<file path="src/rtl/reset_source_pkg.sv">
// constants for the reset source flag block
package reset_source_pkg;
  // register map
  localparam logic [3:0] addr_reset_cause = 4'h0;
  localparam logic [3:0] addr_reset_ctrl = 4'h1;
  // reset_cause_control bit positions
  localparam int bit_power_on = 0;
  localparam int bit_brownout = 1;
  localparam int bit_wdt_soft_enable = 5;
  localparam int bit_ext_reset = 7;
  localparam int bit_wdt_timeout = 4;
  localparam int bit_soft_reset = 6;
  localparam int bit_trap_conflict = 15;
  // flags loaded on rst_n reset: power-on set
  localparam logic [15:0] reset_cause_init = 16'h0001;
  // writable bits of reset_cause_control
  localparam logic [15:0] reset_cause_mask = 16'h80f3;
  // timing
  localparam int clock_period_ns = 50;
  localparam int filter_min_ns = 200;
  localparam int filter_cycles = (filter_min_ns + clock_period_ns - 1) / clock_period_ns;
  localparam int soft_reset_cycles = 1;
  // hard trap priority band
  localparam logic [3:0] trap_prio_lo = 4'hd;
  localparam logic [3:0] trap_prio_hi = 4'hf;
endpackage

</file>
<file path="src/rtl/pin_filter_if.sv">
// carrier between the reset pin filter and the flag logic
`timescale 1ns/1ns
interface pin_filter_if;
  logic raw_n;
  logic filtered_low;
  logic rise_event;
  modport filter (input raw_n, output filtered_low, output rise_event);
  modport user (output raw_n, input filtered_low, input rise_event);
endinterface

</file>
<file path="src/rtl/reset_pin_filter.sv">
// glitch filter and synchroniser for the external reset pin
`timescale 1ns/1ns
module reset_pin_filter #(
  parameter int min_cycles = reset_source_pkg::filter_cycles
) (
  // clock and reset
  input wire logic clock,
  input wire logic rst_n,
  // carrier
  pin_filter_if.filter pins
);
  typedef struct packed {
    logic sync1;
    logic sync2;
    logic [7:0] count;
    logic low;
    logic rise;
  } filter_state_type;

  filter_state_type state;
  filter_state_type next_state;

  // elaboration check: count must fit the 8-bit counter
  if (min_cycles < 1 || min_cycles > 250) begin : g_bad_min_cycles
    $error("min_cycles out of range");
  end

  // ---------------------------------------------
  // filter: low must persist more than min_cycles cycles
  // ---------------------------------------------
  always_comb begin
    next_state = state;
    next_state.sync1 = pins.raw_n;
    next_state.sync2 = state.sync1; // RULE12
    next_state.rise = 1'b0;
    if (!state.sync2) begin
      if (state.count < 8'(min_cycles)) begin
        next_state.count = state.count + 8'h01;
      end else begin
        next_state.low = 1'b1; // RULE2
      end
    end else begin
      next_state.count = 8'h00; // short glitch discarded, RULE2
      next_state.low = 1'b0;
      next_state.rise = state.low;
    end
  end

  // state register
  always_ff @(posedge clock) begin
    if (!rst_n) begin
      state <= '0;
      state.sync1 <= 1'b1;
      state.sync2 <= 1'b1;
    end else begin
      state <= next_state;
    end
  end

  assign pins.filtered_low = state.low;
  assign pins.rise_event = state.rise;
endmodule // reset_pin_filter

</file>
<file path="src/rtl/reset_source_flags.sv">
// reset source flags and system reset generation
// Summary of operation
// RULE1 - low reset pin holds device in reset
// RULE2 - short glitches on reset pin ignored
// RULE3 - pin reset sets external-reset flag
// RULE4 - brown-out sets sticky bit 1
// RULE5 - power-on sets bit 0
// RULE6 - software can set and clear flags
// RULE7 - software flag writes never reset
// RULE8 - config bit one forces watchdog on
// RULE9 - soft reset one cycle, flag bit 6
// RULE10 - watchdog timeout resets, wakes when asleep
// RULE11 - hard trap conflict resets, flag 15
// RULE12 - pin synchronised before flag update
//
// Our own choices: the strobed register port and the address map.
`timescale 1ns/1ns
module reset_source_flags (
  // clock and reset
  input wire logic clock,
  input wire logic rst_n,
  // reset sources
  input wire logic ext_reset_pin_n,
  input wire logic power_on_detect,
  input wire logic brownout_detect,
  input wire logic soft_reset_req,
  input wire logic wdt_timeout,
  input wire logic cpu_sleeping,
  input wire logic trap_active,
  input wire logic [3:0] trap_active_prio,
  input wire logic trap_new,
  input wire logic [3:0] trap_new_prio,
  input wire logic wdt_config_force_enable,
  // register port
  input wire logic [3:0] reg_addr,
  input wire logic [15:0] reg_wdata,
  input wire logic reg_write,
  input wire logic reg_read,
  output logic [15:0] reg_rdata,
  // outputs
  output logic system_reset,
  output logic wdt_enabled,
  output logic wake_event
);
  typedef struct packed {
    logic [15:0] cause;
    logic [15:0] rdata;
    logic sys_rst;
    logic soft_pend;
    logic wdt_en;
    logic wake;
  } flags_state_type;

  flags_state_type state;
  flags_state_type next_state;
  logic trap_conflict;
  logic ext_low;
  logic ext_rise;

  pin_filter_if pf ();
  assign pf.raw_n = ext_reset_pin_n;
  assign ext_low = pf.filtered_low;
  assign ext_rise = pf.rise_event;

  // ---------------------------------------------
  // pin filter
  // ---------------------------------------------
  reset_pin_filter #(
    .min_cycles(reset_source_pkg::filter_cycles)
  ) u_filter (
    .clock(clock),
    .rst_n(rst_n),
    .pins(pf)
  );

  // hard trap of lower priority during a higher one
  assign trap_conflict = trap_active && trap_new
    && trap_new_prio >= reset_source_pkg::trap_prio_lo
    && trap_active_prio <= reset_source_pkg::trap_prio_hi
    && trap_new_prio < trap_active_prio; // RULE11

  // ---------------------------------------------
  // flag and reset logic
  // ---------------------------------------------
  always_comb begin
    next_state = state;
    next_state.rdata = 16'h0000;
    next_state.wake = 1'b0;
    next_state.soft_pend = 1'b0;
    // software write first so hardware sets win
    if (reg_write && reg_addr == reset_source_pkg::addr_reset_cause) begin
      next_state.cause = reg_wdata & reset_source_pkg::reset_cause_mask; // RULE6 RULE7
    end
    if (ext_low) begin
      next_state.cause[reset_source_pkg::bit_ext_reset] = 1'b1; // RULE3
    end
    if (brownout_detect) begin
      next_state.cause[reset_source_pkg::bit_brownout] = 1'b1; // RULE4
    end
    if (power_on_detect) begin
      next_state.cause[reset_source_pkg::bit_power_on] = 1'b1; // RULE5
    end
    if (soft_reset_req) begin
      next_state.cause[reset_source_pkg::bit_soft_reset] = 1'b1; // RULE9
      next_state.soft_pend = 1'b1;
    end
    if (wdt_timeout && state.wdt_en) begin
      if (cpu_sleeping) begin
        next_state.wake = 1'b1; // RULE10
      end else begin
        next_state.cause[reset_source_pkg::bit_wdt_timeout] = 1'b1; // RULE10
      end
    end
    if (trap_conflict) begin
      next_state.cause[reset_source_pkg::bit_trap_conflict] = 1'b1; // RULE11
    end
    // watchdog enable: config override or soft enable bit
    next_state.wdt_en = wdt_config_force_enable
      || next_state.cause[reset_source_pkg::bit_wdt_soft_enable]; // RULE8
    // system reset from hardware sources only, never from register writes
    next_state.sys_rst = ext_low || brownout_detect || power_on_detect
      || soft_reset_req || trap_conflict
      || (wdt_timeout && state.wdt_en && !cpu_sleeping); // RULE1 RULE7
    if (reg_read) begin
      case (reg_addr)
        reset_source_pkg::addr_reset_cause: next_state.rdata = state.cause;
        reset_source_pkg::addr_reset_ctrl: next_state.rdata = {14'h0000, state.wdt_en, state.sys_rst};
        default: next_state.rdata = 16'h0000;
      endcase
    end
  end

  // state register
  always_ff @(posedge clock) begin
    if (!rst_n) begin
      state <= '0;
      state.cause <= reset_source_pkg::reset_cause_init;
      state.sys_rst <= 1'b1;
    end else begin
      state <= next_state;
    end
  end

  assign reg_rdata = state.rdata;
  assign system_reset = state.sys_rst;
  assign wdt_enabled = state.wdt_en;
  assign wake_event = state.wake;
endmodule // reset_source_flags

</file>
<file path="config.mk">
export PLATFORM = sky130hd
export DESIGN_NAME = reset_source_flags
export DESIGN_NICKNAME = d
export VERILOG_FILES = /design/src/rtl/reset_source_pkg.sv /design/src/rtl/pin_filter_if.sv /design/src/rtl/reset_pin_filter.sv /design/src/rtl/reset_source_flags.sv
export SDC_FILE = /design/constraint.sdc
export NUM_CORES = 1
export LEC_CHECK = 0
export BUFFER_PORTS_ARGS = -buffer_cell sky130_fd_sc_hd__buf_2
export CORE_MARGIN = 4
export CORE_UTILIZATION = 41
export CTS_CLUSTER_DIAMETER = 100
export DETAILED_ROUTE_END_ITERATION = 7
export GPL_TIMING_DRIVEN = 0
export PLACE_DENSITY_LB_ADDON = 0.25
export SLEW_MARGIN = 20
export SYNTH_ARGS = -nofsm -noshare
export SYNTH_HDL_FRONTEND = slang
export SYNTH_HIERARCHICAL = 1
export SYNTH_SLANG_ARGS = --single-unit
</file>
<file path="constraint.sdc">
create_clock -name clock -period 1.55 [get_ports clock]
set_input_delay 0.31 -clock clock [delete_from_list [all_inputs] [get_ports clock]]
set_output_delay 0.31 -clock clock [all_outputs]
set_load 0.01 [all_outputs]
</file>
### Yosys cells after proc, flatten, opt, wreduce, memory -nomap -nowiden

Index checks and enable logic that the tools add are counted.

* $add $sub $neg: 1
* order comparisons: 4
* equal/unequal tests: 1
* mux-type cells: 9
* bitwise gates (word level): 1
* reduce and logical (&&, ||, !) cells: 23

Operator list (count)
* $pmux W16 S2: 1
* $mux W16: 1
* $add A8 B1 Y8 const B: 1
* $lt A8 B3 Y1 const B: 1
* $reduce_bool A2 Y1: 4
* $logic_and A1 B1 Y1: 7
* $mux W1: 7
* $logic_or A1 B1 Y1: 6
* $eq A4 B1 Y1 const B: 1
* $ge A4 B4 Y1 const B: 1
* $le A4 B4 Y1 const B: 1
* $logic_not A4 Y1: 1
* $lt A4 B4 Y1: 1
* $reduce_and A2 Y1: 2
* $reduce_or A2 Y1: 2
* $logic_not A1 Y1: 1
* $not A1 Y1: 1

* register bits: 37
* input bits: 41
* output and inout bits: 19

### Longest topological paths before layout

Gate-level depths: netlist of the first run.

* word-level depth: 6
* depth in mapped cells: 5
* mapped depth without buffers: 5

### By module

Netlist of the first run, hierarchy kept.

Modules (own cells, without submodules)
* reset_source_flags: times used 1, cells an instance 91, area an instance 848.3 um^2, sequential area each 340.3 um^2
* reset_pin_filter: times used 1, cells an instance 35, area an instance 409.1 um^2, sequential area each 240.2 um^2

### Least setup slack after synthesis of the first run

OpenSTA, ideal clock, no wires.

* path type: input-to-reg
* start point: input trap_active_prio[3]
* end point: register state[35] (netlist bit)
* setup time: 0.106 ns
* data arrival time: 1.485 ns
* data required time: 1.444 ns
* setup slack: -0.041 ns
* stages on the path: 5
* cell sequence: inv_1 > ha_1 > o2bb2ai_1 > or4_1 > o311ai_0

* longest elaborated chain between the ends: 4
* elaborated cells on any way between the ends: 6
* classes of those cells: order compare: 2; mux: 1; reduce/logical: 3

RTL lines
* start: declaration: RTL line reset_source_flags.sv:30 `input wire logic [3:0] trap_active_prio,`
* $le A4 B4 Y1: RTL line reset_source_flags.sv:79 `&& trap_active_prio <= reset_source_pkg::trap_prio_hi`
* $logic_and A1 B1 Y1: RTL line reset_source_flags.sv:79
* $logic_and A1 B1 Y1 (*): RTL line reset_source_flags.sv:80 `&& trap_new_prio < trap_active_prio;`
* $mux W1 / $reduce_bool A2 Y1 (equally long branches)
* end signal: assignment: RTL line reset_source_flags.sv:140 `state <= next_state;`
* end: declaration: RTL line reset_source_flags.sv:54 `flags_state_type state;`

Every way passes the cells marked *; elsewhere a longest branch is shown, timed or not.
A chain may end at the register's enable or synchronous reset.

### Final worst setup path of the first run

Ends and elaborated chain as after synthesis.

==> metrics.cfg, run 1 <==
[place]
dp_hpwl_mm=2.03
dp_cells=204
portBuffers=41
routabilityCongestion=0.720

[job]
max_cap_violations=0

[die]
coreArea_mm2=0.00281
start_util=0.439
die_h_um=62.8
ios=60
dieArea_mm2=0.00394
die_w_um=62.8
num_rows=19

[pwr]
p_sw_frac=0.222
power_frac_comb=0.122
power.internal_mw=0.899
p_leak_nw=0.766
ir_worst_vdd_mv=0.294
power.density_mw_per_mm2=756
power_switching_mw=0.257
seqPwrFrac=0.641
clkPwrFrac=0.237
power_mw=1.16

[cts]
postCtsSetupRepairBufs=0
clk_latency_ns=0.31
cts_buffers=3
htreeDepth=1
ctsHoldBuffers=0
cts-resized-gates=0
cts_root_buf=clkbuf_4
cts.sinks=28
clk_pin_slew_ns=0.13
cts_tree=done
cts_buffer_depth=2

[setup_path]
path_buf_inv=2
crit_type=in -> reg
crit_chain=buf_2 > inv_1 > ha_1 > o2bb2ai_1 > or4_1 > o311ai_1
cp_data_required_time_ns=1.78
slowest_delay_ns=0.49
cp.arrival_ns=1.59
slowest_stage=or4_1
crit_family=simple AND/OR/NAND/NOR gates
crit_path_start_kind=primary input
end_kind=flip-flop
worstPathMaxFanout=2

[route]
routed_wl_mm=2.44
ant_nets=0
highest_layer=met4
drc=0
dr.pass1.iters=4
via_per_inst=4.95
wl_met2_mm=1.20
vias=1024
wl_met3_um=129
drt_iter0_markers=18
wl_per_cell_um=11.8
m1WireLength_mm=1.08

[global_route]
first_global_vias=949
grt_remaining_overflow=0
grt_pass1_wl_mm=3.99
grt_max_degree=15
track_usage=0.123
antenna_found_initial=0

[finish]
fillers=262
finalNetCount=223
diodes=0
drive_gt1_frac=0.375
areaGrowthSynthToFinish_pct=24.1
fin_util=0.545
fin_cells=207

[synthesis]
avgSynthCellArea_um2=9.93
syn_area_mm2=0.00123
synth_warnings=6
syn_inst=124

[timing]
hold_viol_final=0
fmax_mhz=733
skew_ns=0.00441
min_period_ns=1.36
maxSlewViolCount=0
fin_crit_sh=0.880
rsz0062_at_grt=no
setup_viol=0

[hold_path]
hp-class=in -> reg

[status]
status=completed

[layer usage]
| layer | up-vias | global-route usage |
|---|---|---|
| li1 | 526 | - |
| met4 | 0 | 0.0579 |
| met5 | - | 0 |
| met2 | 34 | 0.214 |
| met3 | 2 | 0.00899 |
| met1 | 462 | 0.153 |
[worst paths after layout]
check / start / end / slack (ns) / depth (start not counted)
setup / recovery: trap_active_prio[3] / state[35] / 0.19 / 6
hold / removal: ext_reset_pin_n / u_filter/next_state[10] / 0.17 / 2
setup reg to reg: u_filter/state[6] / u_filter/pins.filtered_low / 0.23 / 2
hold reg to reg: u_filter/next_state[10] / u_filter/state[10] / 0.43 / 1
[worst reg2reg max path, cell delays in order (launching register included)]
cell	delay, ns
dfxtp_1	0.34
or4_4	0.56
o41a_1	0.31
[registers in the layout (all words and copies together), names as in the netlist]
| register | count |
|---|---|
| u_filter/state | 9 |
| reg_rdata | 7 |
| state | 7 |
| system_reset | 1 |
| u_filter/next_state | 1 |
| u_filter/pins.filtered_low | 1 |
| wake_event | 1 |
| wdt_enabled | 1 |
[per-stage QoR]
step | hold slack, ns | setup TNS, ns | setup slack [ns] | instance area (µm²)
4_1_cts | 0.164 | 0 | 0.183 | 1530
6_report | 0.172 | 0 | 0.186 | 1530
2_1_floorplan | 0.383 | 0 | 0.00116 | 1260
3_3_place_gp | 0.390 | -0.503 | -0.123 | 1510
5_1_grt | 0.163 | 0 | 0.114 | 1530
3_5_place_dp | 0.395 | -0.838 | -0.154 | 1510
[cells in the final DEF (no fill, tap or decap), types with 3 or more instances in the layout]
cell / instances
and2_1: 9
buf_2: 41
buf_4: 16
clkbuf_4: 3
conb_1: 9
dfxtp_1: 28
ha_1: 4
inv_1: 5
nand2_1: 5
nand2b_1: 3
nand3_1: 3
nor2_1: 5
o21ai_0: 3
o311a_1: 4
or4_1: 5
[cell type report]
cell class | count | area, µm² | share of cell area
flip-flops and latches | 28 | 561 | 0.367
plain buffers | 19 | 140 | 0.0917
multi-input cells | 80 | 542 | 0.355
repair buffers | 41 | 205 | 0.134
well taps | 31 | 38.8 | 0.0254
inverters | 5 | 18.8 | 0.0123
clock buffers | 3 | 22.5 | 0.0147
[power by group through the flow]
stage / Combinational [mW] / Sequential, mW / Clock, mW
2_1_floorplan: 0.0776 / 0.756 / 0
3_3_place_gp: 0.135 / 0.756 / 0
3_5_place_dp: 0.140 / 0.756 / 0
4_1_cts: 0.140 / 0.740 / 0.284
5_1_grt: 0.157 / 0.743 / 0.316
6_report: 0.142 / 0.740 / 0.274
(Power assumes the default switching activity.)
==> inputs of run 2 (changes only) <==
--- a/config.mk
+++ b/config.mk
@@ -12,6 +12,7 @@
 export DETAILED_ROUTE_END_ITERATION = 7
 export GPL_TIMING_DRIVEN = 0
 export PLACE_DENSITY_LB_ADDON = 0.25
+export REMOVE_ABC_BUFFERS = 1
 export SLEW_MARGIN = 20
 export SYNTH_ARGS = -nofsm -noshare
 export SYNTH_HDL_FRONTEND = slang
==> metrics.cfg, run 2 (synthesis gave the netlist of run 1 again) <==
[route]
via_per_inst=5.26  ; +6.4%
drc=0  ; unchanged
dr.pass1.iters=6  ; +2
vias=995  ; -2.8%
drt_iter0_markers=48  ; +30
routed_wl_mm=2.46  ; +0.94%
ant_nets=0  ; unchanged
wl_per_cell_um=13.0  ; +11%

[pwr]
ir_worst_vdd_mv=0.286  ; -2.8%
power.density_mw_per_mm2=859  ; +14%
p_leak_nw=0.674  ; -12%
power_mw=1.20  ; +4.2%

[global_route]
grt_pass1_wl_mm=4.20  ; +5.2%
first_global_vias=1002  ; +5.6%
grt_remaining_overflow=0  ; unchanged
grt_max_degree=16  ; +1
track_usage=0.130  ; +0.00736
antenna_found_initial=0  ; unchanged

[status]
status=completed

[timing]
min_period_ns=1.39  ; +0.0285 ns
fin_worst_hold_slack_ns=0.161  ; -0.0103 ns
fmax_mhz=718  ; -2.0%
hold_viol_final=0  ; unchanged
skew_ns=0.00185  ; -0.00256 ns
maxSlewViolCount=0  ; unchanged
max-slew-margin-rel=0.645
rsz0062_at_grt=no
setup_viol=0  ; unchanged
fin_crit_sh=0.899  ; +0.0184
worstMarginPinSlew_ns=0.528

[hold_path]
hp-class=in -> reg
hold_end=u_filter/next_state[10]
whs_path_depth=2  ; unchanged
min_from=ext_reset_pin_n

[setup_path]
cp.arrival_ns=1.63  ; +0.04 ns
crit_path_start_kind=primary input
r2r_cells=2  ; unchanged
r2r_slack_ns=0.25  ; +0.02 ns
worstPathMaxFanout=2  ; unchanged
worstReg2RegStart=u_filter/state[6]
crit_type=in -> reg
end_kind=flip-flop
cp_data_required_time_ns=1.78  ; about the same
r2r-end=u_filter/pins.filtered_low

[cts]
cts_buffer_depth=2  ; unchanged
ctsHoldBuffers=0  ; unchanged
htreeDepth=1  ; unchanged
cts_tree=done
clk_pin_slew_ns=0.14  ; about the same
cts_buffers=3  ; unchanged
cts_root_buf=clkbuf_4
clk_latency_ns=0.32  ; about the same
cts.sinks=28  ; unchanged

[finish]
top_register=u_filter/state
finalNetCount=204  ; -8.5%
drive_gt1_frac=0.310  ; -0.0649
fin_cells=189  ; -8.7%
areaGrowthSynthToFinish_pct=13.8
diodes=0  ; unchanged
final_common_cell=buf_2
largest_reg_flops=9  ; unchanged
final_cell_mix=41 x buf_2, 28 x dfxtp_1, 9 x and2_1, 9 x conb_1

[place]
dp_cells=185  ; -9.3%
routabilityCongestion=0.787  ; +9.4%
dp_hpwl_mm=1.96  ; -3.5%
portBuffers=41  ; unchanged

[die]
ios=60  ; unchanged
coreArea_mm2=0.00281  ; unchanged
start_util=0.439  ; unchanged
dieArea_mm2=0.00394  ; unchanged
num_rows=19  ; unchanged
die_w_um=62.8  ; unchanged
die_h_um=62.8  ; unchanged

[job]
max_cap_violations=0  ; unchanged

-- run 2: changes by cell type in the layout (fill, tap and decap cells not counted), sizes merged --
cell    delta
buf       -17
clkbuf     -1
-- run 2: worst max-delay path by stage --
stage          cells past startpoint   endpoint                start
6_report                           6  state[35]  trap_active_prio[3]
5_1_grt                            6  state[35]  trap_active_prio[3]
3_5_place_dp                       6  state[35]  trap_active_prio[3]
4_1_cts                            6  state[35]  trap_active_prio[3]
3_3_place_gp                       6  state[35]  trap_active_prio[3]
2_1_floorplan                      5  state[35]  trap_active_prio[3]
-- run 2: per-layer routing --
metal | part of all wire | vias up | global-route usage
met5 | 0 | - | 0
met4 | 0.016 | 0 | 0.0579
met3 | 0.082 | 4 | 0.0360
met2 | 0.46 | 41 | 0.220
met1 | 0.44 | 461 | 0.154
li1 | - | 489 | -
-- run 2: area by class of cell --
cell class | instances | area [µm²]
Multi-Input combinational cell | 80 | 542
Tap cell | 31 | 38.8
Inverter | 5 | 18.8
Sequential cell | 28 | 561
Timing Repair Buffer | 41 | 205
Fill cell | 268 | 1400
Clock buffer | 4 | 36.3
-- run 2: stage by stage --
step / utilization / TNS [ns] / instance area (µm²) / worst slack [ns]
finish: 0.500 / 0 / 1400 / 0.157
global route: 0.500 / 0 / 1400 / 0.0828
CTS: 0.500 / 0 / 1400 / 0.0928
detailed placement: 0.487 / -0.800 / 1370 / -0.255
global placement: 0.487 / -0.439 / 1370 / -0.169
floorplan: - / -0.0407 / 1120 / -0.0407
-- run 2: timing repair --
item,in CTS,in global routing
setup buffers,0,0
gates resized for setup,0,1
setup endpoints to repair,0,1
-- run 2: worst max-delay path: stages --
cell and delay [ns]:
buf_2 0.08, inv_1 0.03, ha_1 0.30, o2bb2ai_1 0.13, or4_1 0.50, o311ai_1 0.28
-- run 2: power breakdown --
group | internal (mW) | switching [mW]
logic | 0.0560 | 0.0648
clock network | 0.144 | 0.200
registers | 0.734 | 0.00590
